## config.mk

```make
export PLATFORM = sky130hd
export DESIGN_NAME = pmc_onoff_margin
export DESIGN_NICKNAME = d
export VERILOG_FILES = /design/src/rtl/pmc_pkg.sv /design/src/rtl/pmc_onoff_margin.sv
export SDC_FILE = /design/constraint.sdc
export NUM_CORES = 1
export LEC_CHECK = 0
export BUFFER_PORTS_ARGS = -buffer_cell sky130_fd_sc_hd__buf_2
export CAP_MARGIN = 25
export CORE_UTILIZATION = 66
export DETAILED_ROUTE_END_ITERATION = 7
export PLACE_DENSITY = 0.85
export SYNTH_ARGS = -nofsm -noshare
export SYNTH_HDL_FRONTEND = slang
export SYNTH_SLANG_ARGS = --single-unit
```

## constraint.sdc

```tcl
create_clock -name clk -period 4.3 [get_ports clk]
set_input_delay 0.86 -clock clk [delete_from_list [all_inputs] [get_ports clk]]
set_output_delay 0.86 -clock clk [all_outputs]
set_load 0.01 [all_outputs]
```

## src/rtl/pmc_pkg.sv

```systemverilog
/*
  Shared constants and types of the run/margin command block of a bus-managed
  point-of-load converter. Assumes one 125 MHz core clock and a PMBus link
  sampled by that clock.
*/
// How it works
// - Enable field of the run byte counts only in bus enable mode.
// - Enable 00 switches the output off at once, no ramp.
// - Enable 01 turns off with a ramp timed by the fall time setting.
// - Enable 10 turns the output on at the margin-selected level.
// - Margin 00 nominal, 01 margin low, 10 margin high.
// - While margined, act field 01 ignores faults, 10 acts on them.
// - Power-up bit set keeps the output off until pin or bus enables.
// - Bus mode clear ignores the enable field; set requires it on.
// - Pin mode clear ignores the pin; set requires pin asserted.
// - Pin polarity bit: clear means low enables, set means high.
// - Pin turn-off: action bit clear soft off, set immediate off.
// - Clear-faults command resets every fault status bit.
// - Store-default saves the whole current configuration.
// - Restore-default reloads the whole configuration from default store.
// - Store-user saves values changed since the last restore.
// - Restore-user runs by itself at power-up, over default values.
// - After restore-user the security level becomes level one.
// - Output-voltage format byte is read-only.
// - Format low five bits hold a signed exponent.
// - Format top three bits: 000 linear, 001 VID, 010 direct.
package pmc_pkg;
  // ****************************************
  // Command codes
  // ****************************************
  localparam logic [7:0] CMD_RUN_MARGIN = 8'h01;
  localparam logic [7:0] CMD_TURN_ON_SRC = 8'h02;
  localparam logic [7:0] CMD_CLEAR_FAULTS = 8'h03;
  localparam logic [7:0] CMD_STORE_DEFAULT = 8'h11;
  localparam logic [7:0] CMD_RESTORE_DEFAULT = 8'h12;
  localparam logic [7:0] CMD_STORE_USER = 8'h15;
  localparam logic [7:0] CMD_RESTORE_USER = 8'h16;
  localparam logic [7:0] CMD_VOUT_FORMAT = 8'h20;
  localparam logic [7:0] RD_UNMAPPED = 8'hff;
  // ****************************************
  // Field values and reset values
  // ****************************************
  localparam logic [1:0] EN_IMMEDIATE_OFF = 2'h0;
  localparam logic [1:0] EN_SOFT_OFF = 2'h1;
  localparam logic [1:0] EN_ON = 2'h2;
  localparam logic [1:0] MG_NOMINAL = 2'h0;
  localparam logic [1:0] MG_LOW = 2'h1;
  localparam logic [1:0] MG_HIGH = 2'h2;
  localparam logic [1:0] ACT_IGNORE = 2'h1;
  localparam logic [1:0] ACT_RESPOND = 2'h2;
  localparam logic [1:0] FIELD_UNDEF = 2'h3;
  localparam int PWRUP_BIT = 4;
  localparam int BUS_MODE_BIT = 3;
  localparam int PIN_MODE_BIT = 2;
  localparam int PIN_POL_BIT = 1;
  localparam int DIS_ACT_BIT = 0;
  localparam logic [7:0] RUN_MARGIN_RST = 8'h88;
  localparam logic [7:0] TURN_ON_SRC_RST = 8'h1e;
  localparam logic [2:0] FMT_LINEAR = 3'h0;
  localparam logic [2:0] FMT_VID = 3'h1;
  localparam logic [2:0] FMT_DIRECT = 3'h2;
  localparam logic [4:0] FMT_EXP_RST = 5'h13;
  localparam logic [1:0] SEC_LEVEL_ONE = 2'h1;
  localparam logic [1:0] SEC_LEVEL_RST = 2'h0;
  // ****************************************
  // Timing
  // ****************************************
  localparam int CLK_MHZ = 125;
  localparam int USER_WAIT_MS = 20;
  localparam int USER_WAIT_CYC = USER_WAIT_MS * CLK_MHZ * 1000;
  localparam logic [6:0] BUS_ADDR_RST = 7'h20;

  typedef struct packed {
    logic [7:0] run_margin;
    logic [7:0] turn_on_src;
  } pmc_cfg_t;

  typedef struct packed {
    logic on;
    logic off_immediate;
    logic [1:0] margin;
    logic fault_respond;
  } pmc_out_t;
endpackage

```

## src/rtl/pmc_onoff_margin.sv

```systemverilog
/*
  PMBus byte-command slave holding the run/margin and turn-on source bytes,
  their default and user stores, and the output on/off and margin decision.
  Assumes an SMBus master on scl/sda (open drain resolved outside) and a
  converter power stage that obeys the pmc_out_t outputs.
*/
`timescale 1ns/1ps
module pmc_onoff_margin #(
  parameter int USER_WAIT = pmc_pkg::USER_WAIT_CYC
) (
  input wire logic clk,
  input wire logic rst_b,
  input wire logic scl_i,
  input wire logic sda_i,
  output logic sda_o,
  output logic sda_oe,
  input wire logic ctrl_pin_i,
  output pmc_pkg::pmc_out_t vout_ctl,
  output logic fault_clear,
  output logic store_busy,
  output logic [1:0] security_level,
  output pmc_pkg::pmc_cfg_t cfg_now
);
  import pmc_pkg::*;

  // ****************************************
  // Pin synchronisers and bus edge detection
  // ****************************************
  logic [2:0] scl_q, scl_d, sda_q, sda_d;
  logic [1:0] ctl_q, ctl_d;
  always_comb begin
    scl_d = {scl_q[1:0], scl_i};
    sda_d = {sda_q[1:0], sda_i};
    ctl_d = {ctl_q[0], ctrl_pin_i};
  end
  always_ff @(posedge clk) begin
    if (!rst_b) begin
      scl_q <= 3'h7;
      sda_q <= 3'h7;
      ctl_q <= 2'h0;
    end else begin
      scl_q <= scl_d;
      sda_q <= sda_d;
      ctl_q <= ctl_d;
    end
  end
  // Bit 0 is the first stage; edges compare stages 1 and 2 only
  wire scl_rise = scl_q[1] & ~scl_q[2];
  wire scl_fall = ~scl_q[1] & scl_q[2];
  wire bus_start = scl_q[1] & scl_q[2] & ~sda_q[1] & sda_q[2];
  wire bus_stop = scl_q[1] & scl_q[2] & sda_q[1] & ~sda_q[2];

  // ****************************************
  // Byte-level SMBus slave
  // ****************************************
  typedef enum logic [2:0] {S_IDLE, S_ADDR, S_CMD, S_DATA, S_ACK, S_RD, S_RACK} pmc_bus_st_t;
  pmc_bus_st_t st_q, st_d, nxt_q, nxt_d;
  logic [7:0] sh_q, sh_d, cmd_q, cmd_d;
  logic [3:0] cnt_q, cnt_d;
  logic oe_q, oe_d, have_cmd_q, have_cmd_d, send_only_q, send_only_d;
  logic ev_send, ev_write;
  logic [7:0] rd_data;

  function automatic logic [7:0] read_byte(input logic [7:0] cmd, input pmc_cfg_t c);
    case (cmd)
      CMD_RUN_MARGIN: read_byte = c.run_margin;
      CMD_TURN_ON_SRC: read_byte = c.turn_on_src;
      CMD_VOUT_FORMAT: read_byte = {FMT_LINEAR, FMT_EXP_RST};
      default: read_byte = RD_UNMAPPED;
    endcase
  endfunction
  assign rd_data = read_byte(cmd_q, cfg_now);

  always_comb begin
    st_d = st_q;
    nxt_d = nxt_q;
    sh_d = sh_q;
    cmd_d = cmd_q;
    cnt_d = cnt_q;
    oe_d = oe_q;
    have_cmd_d = have_cmd_q;
    send_only_d = send_only_q;
    ev_send = 1'b0;
    ev_write = 1'b0;
    if (bus_start) begin
      st_d = S_ADDR;
      cnt_d = 4'h0;
      oe_d = 1'b0;
      send_only_d = 1'b0;
    end else if (bus_stop) begin
      // A lone command byte closed by stop is a send-byte
      ev_send = send_only_q;
      st_d = S_IDLE;
      oe_d = 1'b0;
      send_only_d = 1'b0;
      have_cmd_d = 1'b0;
    end else begin
      case (st_q)
        S_ADDR, S_CMD, S_DATA: begin
          if (scl_rise && cnt_q < 4'h8) begin
            sh_d = {sh_q[6:0], sda_q[1]};
            cnt_d = cnt_q + 4'h1;
          end else if (scl_fall && cnt_q == 4'h8) begin
            oe_d = 1'b1;
            st_d = S_ACK;
            send_only_d = 1'b0;
            if (st_q == S_ADDR) begin
              if (sh_q[7:1] != BUS_ADDR_RST) begin
                oe_d = 1'b0;
                st_d = S_IDLE;
              end else if (sh_q[0]) begin
                nxt_d = have_cmd_q ? S_RD : S_IDLE;
              end else begin
                nxt_d = S_CMD;
              end
            end else if (st_q == S_CMD) begin
              cmd_d = sh_q;
              have_cmd_d = 1'b1;
              send_only_d = 1'b1;
              nxt_d = S_DATA;
            end else begin
              ev_write = 1'b1;
              nxt_d = S_IDLE;
            end
          end
        end
        S_ACK: begin
          if (scl_fall) begin
            st_d = nxt_q;
            cnt_d = 4'h0;
            oe_d = 1'b0;
            if (nxt_q == S_RD) begin
              sh_d = {rd_data[6:0], 1'b0};
              oe_d = ~rd_data[7];
              cnt_d = 4'h1;
            end
          end
        end
        S_RD: begin
          if (scl_fall) begin
            if (cnt_q == 4'h8) begin
              oe_d = 1'b0;
              st_d = S_RACK;
            end else begin
              oe_d = ~sh_q[7];
              sh_d = {sh_q[6:0], 1'b0};
              cnt_d = cnt_q + 4'h1;
            end
          end
        end
        S_RACK: if (scl_fall) st_d = S_IDLE;
        default: st_d = S_IDLE;
      endcase
    end
  end
  always_ff @(posedge clk) begin
    if (!rst_b) begin
      st_q <= S_IDLE;
      nxt_q <= S_IDLE;
      sh_q <= 8'h00;
      cmd_q <= 8'h00;
      cnt_q <= 4'h0;
      oe_q <= 1'b0;
      have_cmd_q <= 1'b0;
      send_only_q <= 1'b0;
    end else begin
      st_q <= st_d;
      nxt_q <= nxt_d;
      sh_q <= sh_d;
      cmd_q <= cmd_d;
      cnt_q <= cnt_d;
      oe_q <= oe_d;
      have_cmd_q <= have_cmd_d;
      send_only_q <= send_only_d;
    end
  end
  assign sda_o = 1'b0;
  assign sda_oe = oe_q;

  // ****************************************
  // Configuration and its stores
  // ****************************************
  pmc_cfg_t cur_q, cur_d, dflt_q, dflt_d, user_q, user_d;
  logic [1:0] chg_q, chg_d, uvld_q, uvld_d;
  logic init_q, fclr_q, fclr_d;
  logic [1:0] sec_q, sec_d;
  logic [31:0] wait_q, wait_d;
  logic do_ruser;
  // Power-up restore runs one cycle after reset release
  assign do_ruser = init_q | (ev_send && cmd_q == CMD_RESTORE_USER);
  always_comb begin
    cur_d = cur_q;
    dflt_d = dflt_q;
    user_d = user_q;
    chg_d = chg_q;
    uvld_d = uvld_q;
    sec_d = sec_q;
    fclr_d = 1'b0;
    wait_d = (wait_q != 32'h0) ? wait_q - 32'h1 : wait_q;
    // Format byte has no write path at all
    if (ev_write && cmd_q == CMD_RUN_MARGIN) begin
      cur_d.run_margin = sh_q;
      chg_d[1] = 1'b1;
    end
    if (ev_write && cmd_q == CMD_TURN_ON_SRC) begin
      cur_d.turn_on_src = sh_q;
      chg_d[0] = 1'b1;
    end
    if (ev_send && cmd_q == CMD_CLEAR_FAULTS) fclr_d = 1'b1;
    if (ev_send && cmd_q == CMD_STORE_DEFAULT) dflt_d = cur_q;
    if (ev_send && cmd_q == CMD_RESTORE_DEFAULT) begin
      cur_d = dflt_q;
      chg_d = 2'h0;
    end
    if (ev_send && cmd_q == CMD_STORE_USER) begin
      if (chg_q[1]) user_d.run_margin = cur_q.run_margin;
      if (chg_q[0]) user_d.turn_on_src = cur_q.turn_on_src;
      uvld_d = uvld_q | chg_q;
      wait_d = 32'(USER_WAIT);
    end
    if (do_ruser) begin
      if (uvld_q[1]) cur_d.run_margin = user_q.run_margin;
      if (uvld_q[0]) cur_d.turn_on_src = user_q.turn_on_src;
      chg_d = 2'h0;
      sec_d = SEC_LEVEL_ONE;
      wait_d = 32'(USER_WAIT);
    end
  end
  always_ff @(posedge clk) begin
    if (!rst_b) begin
      cur_q <= '{run_margin: RUN_MARGIN_RST, turn_on_src: TURN_ON_SRC_RST};
      dflt_q <= '{run_margin: RUN_MARGIN_RST, turn_on_src: TURN_ON_SRC_RST};
      user_q <= '{run_margin: RUN_MARGIN_RST, turn_on_src: TURN_ON_SRC_RST};
      chg_q <= 2'h0;
      uvld_q <= 2'h0;
      init_q <= 1'b1;
      sec_q <= SEC_LEVEL_RST;
      fclr_q <= 1'b0;
      wait_q <= 32'h0;
    end else begin
      cur_q <= cur_d;
      dflt_q <= dflt_d;
      user_q <= user_d;
      chg_q <= chg_d;
      uvld_q <= uvld_d;
      init_q <= 1'b0;
      sec_q <= sec_d;
      fclr_q <= fclr_d;
      wait_q <= wait_d;
    end
  end
  assign cfg_now = cur_q;
  assign fault_clear = fclr_q;
  assign store_busy = wait_q != 32'h0;
  assign security_level = sec_q;

  // ****************************************
  // Run decision
  // ****************************************
  logic [1:0] en_q, en_d, mg_q, mg_d, act_q, act_d;
  pmc_out_t out_q, out_d;
  logic bus_mode, pin_mode, pin_ok, bus_ok, run;
  wire [7:0] src = cur_q.turn_on_src;
  wire [7:0] op = cur_q.run_margin;
  always_comb begin
    // Undefined codes keep the last defined one
    en_d = (op[7:6] != FIELD_UNDEF) ? op[7:6] : en_q;
    mg_d = (op[5:4] != FIELD_UNDEF) ? op[5:4] : mg_q;
    act_d = (op[3:2] == ACT_IGNORE || op[3:2] == ACT_RESPOND) ? op[3:2] : act_q;
    bus_mode = src[BUS_MODE_BIT];
    pin_mode = src[PIN_MODE_BIT];
    pin_ok = ~pin_mode | (ctl_q[1] == src[PIN_POL_BIT]);
    bus_ok = ~bus_mode | (en_q == EN_ON);
    // With neither source in use the power-up bit alone holds it off
    run = bus_ok & pin_ok & (bus_mode | pin_mode | ~src[PWRUP_BIT]);
    out_d = out_q;
    out_d.on = run;
    out_d.margin = mg_q;
    out_d.fault_respond = (mg_q == MG_NOMINAL) | (act_q == ACT_RESPOND);
    if (!run) begin
      out_d.off_immediate = (bus_mode & en_q == EN_IMMEDIATE_OFF)
                          | (~pin_ok & src[DIS_ACT_BIT]);
    end
  end
  always_ff @(posedge clk) begin
    if (!rst_b) begin
      en_q <= EN_SOFT_OFF;
      mg_q <= MG_NOMINAL;
      act_q <= ACT_RESPOND;
      out_q <= '{on: 1'b0, off_immediate: 1'b0, margin: MG_NOMINAL, fault_respond: 1'b1};
    end else begin
      en_q <= en_d;
      mg_q <= mg_d;
      act_q <= act_d;
      out_q <= out_d;
    end
  end
  assign vout_ctl = out_q;
endmodule

```

### Yosys cells after proc, flatten, opt, wreduce, memory -nomap -nowiden

Index checks and enable logic that the tools add are counted.

* register bits: 135
* input port bits: 5
* output and inout bits: 27
* logic and storage cells: 212

* add/subtract/negate cells: 2
* order comparisons: 1
* equal/unequal tests: 42
* muxes and demuxes: 66
* bitwise operators: 34
* reduce and logical (&&, ||, !) cells: 34

Operators by type and width (number)
* two-way mux 8 bit: 9
* two-way mux 22 bit: 3
* case mux 8 bit (3 select lines): 2
* two-way mux 3 bit: 12
* equality test 8 x 5 -> 1 bit (second input constant): 4
* two-way mux 16 bit: 2
* nonzero test 32 bit: 1
* subtractor 32 x 1 -> 32 bit (second input constant): 1
* two-way mux 1 bit: 30
* AND reduction 6 bit: 5
* inequality test 2 bit (second input constant): 14
* inequality test 4 bit (second input constant): 6
* equality test 8 x 2 -> 1 bit (second input constant): 2
* two-way mux 4 bit: 4
* inverter 1 bit: 15
* equality test 3 bit (second input constant): 4
* case mux 3 bit (4 select lines): 1
* case mux 4 bit (3 select lines): 1
* OR reduction 3 bit: 4
* AND 1 bit: 11
* logical AND 1 bit: 9
* equality test 8 x 1 -> 1 bit (second input constant): 1
* equality test 8 x 6 -> 1 bit (second input constant): 1
* AND reduction 8 bit: 1
* other kinds (22): 36

### Depth between registers and ports, before layout

* depth after elaboration: 13
* gate-level depth with buffers: 10
* gate-level depth less buffers: 8

### Worst setup path before layout

Ideal clock, no wire load.

* kind: reg2out
* from: reg wait_q[25]
* to: out store_busy
* arrival time: 1941 ps
* data required time: 3440 ps
* setup slack: 1499 ps
* cell stages (with the launch flop): 7
* path buffers: 2
* cells stage by stage: dfxtp_1 > or4_4 > or4_4 > buf_6 > nor3_4 > buf_6 > inv_4

* longest elaborated chain between the ends: 1

RTL lines
* start, declared: RTL line pmc_onoff_margin.sv:187 `logic [31:0] wait_q, wait_d;`
* start signal, assigned: RTL line pmc_onoff_margin.sv:249 `wait_q <= wait_d;`
* nonzero test 32 bit: RTL line pmc_onoff_margin.sv:254 `assign store_busy = wait_q != 32'h0;`
* end, declared: RTL line pmc_onoff_margin.sv:20 `output logic store_busy,`

Every way passes these cells.

### Final worst setup path

Same ends and word-level chain as after synthesis.

==> run metrics <==
Die X 99.76 um; status finished, final reports clean; Main synth FF type dfxtp_1; leakage between 2 and 3 nW; gr ovfl total 0; Crit path top cell by count or4_4; RePlAce Congestion slightly below 0.9; clk buf depth 2; via count approximately 5.8k; placed cell areas approximately 6500 um2; fin. max-slew vios 0; Antenna Cells 0; endpoint class of the critical path primary output; total power 2.917 mW; area of the mapped netlist around 6300 um2; Mapped Cells 744; Final ANT Viol Nets 0; Worst Setup Start Kind register; worst path required time about 3.4 ns; detailed-router iteration count before antenna repair 7; R2R Setup Slk 1.33 ns; CP Cell Sequence or4_4 -> or4_4 -> nor3_4 -> inv_4 -> buf_2; RSZ-0062 raised after global routing false; WS Path Type reg2out; H-tree depth 4; largest net degree at the start of global routing 49; pre-CTS setup slack approximately 1.2 ns; PwrDens 413.9 nW/um2; vias in the first global route about 5.5k; Clk network pwr share 0.496; Setup Skew 0.009937 ns; Internal 2.212 mW; TNS Setup 0 ns; initial core utilization 0.6826; FP Rows 35; Psw 0.7053 mW; setup slack after layout about 0.57 ns; final setup fails 0; drt first-iter violations between 400 and 500; Min-Delay Path Depth 1; Worst R2R Start cmd_q[5]; I/O pins 32; Hold Path Sink scl_q[1]; max cap viols 0; mean number of vias per cell ~6.5; total die area 9951 um2; nets 760; Crit Path Max Fanout 13; gr usage total 0.3402; post_cts resized 0; # port buffers 29; FF+latch count, synth roughly 140; Final Cell Area 7049 um2; DRC 0; initial antenna violation count 0; VDD IR max 0.3446 mV; root buffer cell clkbuf_8; crit path launch wait_q[25]; Data arrival, critical path 2.87 ns; Syn. warnings 0; period utilization 0.8681; Switching Share 0.2417; FFs w/ async S/R, synth 0; CP max stage cell or4_4; Syn Area/Cell 8.478 um2; Worst-Skew Late Latency 0.54 ns; final worst path period need 3.733 ns; WL final 16,170 um; EDFF count, synth 0; beginning of the worst hold path scl_q[0]; synth top area cells dfxtp_1, nand2_1, a21oi_1; Sink Count around 140; Flop pwr share 0.444; HP Class reg2reg; top cell type by total area after synthesis dfxtp_1; fraction of layout instances using a drive strength above 1 0.1139; path depth of the worst reg2reg path 5; core area 9240 um2; fmax 267.9 MHz; post-synth top area share 0.4285; cts hold-fix bufs 0; Distinct cells, synth between 70 and 80; CP peak stage delay between 0.5 and 0.6 ns; Slew headroom 0.3621; clk slew on worst S/H paths 0.06 ns; postcts setup bufs 0; measured slew at the worst slew-check pin 0.9533 ns; first-pass GRT wire length 26,430 um; logic gate share of total power 0.060; synth-to-layout area growth 11.76%; Final HPWL DP 10,190 um; register area share after synthesis 0.4285; CTS tree built; reg2reg end src[7]; final hold vios 0; Die Height 99.76 um; Final Util 0.7629; per-cell routed wire length 18.10 um; total CTS buffers 17
[area by class of cell]
type / instances / area, um2
inverter: 22 / 85.08
tap: 129 / 161.4
sequential: 135 / 2703
clock buffer: 20 / 455.4
multi-input combinational: 539 / 3304
clock inverter: 12 / 142.6
timing repair buffer: 36 / 197.7
fill: 656 / 2191
[registers in the layout, indices dropped and copies added (netlist names), 3 cells and up]
| register | flops |
|---|---|
| user_q | 16 |
| st_q | 3 |
| src | 8 |
| sda_q | 3 |
| wait_q | 32 |
| sh_q | 8 |
| vout_ctl | 5 |
| cmd_q | 8 |
| dflt_q | 16 |
| op | 8 |
| cnt_q | 4 |
| scl_q | 3 |
| nxt_q | 3 |
[cell usage after synthesis (5+ instances only)]
cell type    n
nand4_1      6
or4_1       13
or3_1       11
and2_1       5
nor2b_1      5
a21oi_1     57
o22ai_1     23
mux2i_1     22
and3_1       7
nor3_1      15
nand2_1    100
a32o_1       5
nand2b_1    25
nor4_1       7
inv_1       21
xor2_1       5
nand3b_1     5
nor2_1      55
a22oi_1      9
or2_2        5
nand3_1     18
o21ai_0     20
o31ai_1     17
o31a_1      13
o211ai_1    11
a211oi_1     9
dfxtp_1    135
clkbuf_1    41
[metrics by stage]
stage / cells / hold slack [ns]
detailed placement: 861 / 0.3956
global route: 893 / 0.4525
finish: 893 / 0.4125
global placement: 861 / 0.3931
CTS: 893 / 0.4130
floorplan: 745 / 0.3863
[power by group through the flow]
stage / sequential (mW) / clock (mW) / combinational [mW]
final: 1.30 / 1.45 / 0.174
after global placement: 1.32 / 0 / 0.163
after CTS: 1.29 / 1.45 / 0.172
after floorplan: 1.31 / 0 / 0.144
after global routing: 1.30 / 1.51 / 0.192
after detailed placement: 1.32 / 0 / 0.168
[metal layers]
| layer | wire, um | GRT usage | part of all wire | vias up |
|---|---|---|---|---|
| li1 | - | - | - | 2724 |
| met1 | 6486 | 0.4077 | 0.40 | 2784 |
| met2 | 7825 | 0.5533 | 0.48 | 276 |
| met3 | 1266 | 0.09698 | 0.078 | 63 |
| met4 | 587 | 0.1821 | 0.036 | 0 |
| met5 | 0 | 0 | 0 | - |
[how the worst max path moves through the flow]
stage                     depth (start not counted)         end  slack [ns]
after floorplan                                   6  store_busy        1.50
after global placement                            5  store_busy        1.22
after detailed placement                          5  store_busy        1.16
after CTS                                         5  store_busy        0.57
after global routing                              5  store_busy        0.39
final                                             5  store_busy        0.57
[kinds of logic after synthesis]
group / share of synthesized area
simple gates: 0.2507
mux: 0.03491
buf+inv: 0.04820
other cells: 0.0005945
compound gates: 0.2178
flops: 0.4285
fa+ha+maj: 0.009522
xor+xnor: 0.009720
[cells in the final DEF (no fill, tap or decap), types with 4 or more instances in the layout]
| cell type | count |
|---|---|
| a21oi_1 | 57 |
| o21ai_0 | 20 |
| inv_1 | 21 |
| nand3_1 | 18 |
| nand2_1 | 100 |
| mux2i_1 | 22 |
| buf_4 | 7 |
| o311ai_1 | 4 |
| nand2b_1 | 25 |
| clkbuf_16 | 16 |
| ha_1 | 4 |
| or4_1 | 13 |
| o211ai_1 | 11 |
| a211oi_1 | 9 |
| a32o_1 | 5 |
| nor2_1 | 55 |
| nor4_1 | 7 |
| nor3_1 | 15 |
| clkinv_4 | 6 |
| and2_1 | 5 |
| nand4_1 | 6 |
| o31a_1 | 13 |
| dfxtp_1 | 135 |
| nand3b_1 | 5 |
| buf_2 | 29 |
| clkbuf_8 | 4 |
| or2_2 | 5 |
| a21boi_0 | 4 |
| nor2b_1 | 5 |
| xor2_1 | 5 |
| o31ai_1 | 17 |
| and3_1 | 7 |
| o22ai_1 | 23 |
| a22oi_1 | 9 |
| or3_1 | 11 |
[worst max-delay path, delay by kind of cell, from the launching register on]
kind / cells / cell delay (ns)
flops: 1 / 0.37
buf+inv: 2 / 0.28
simple gates: 3 / 1.69
Note: power is estimated with default switching activity, not from simulation.
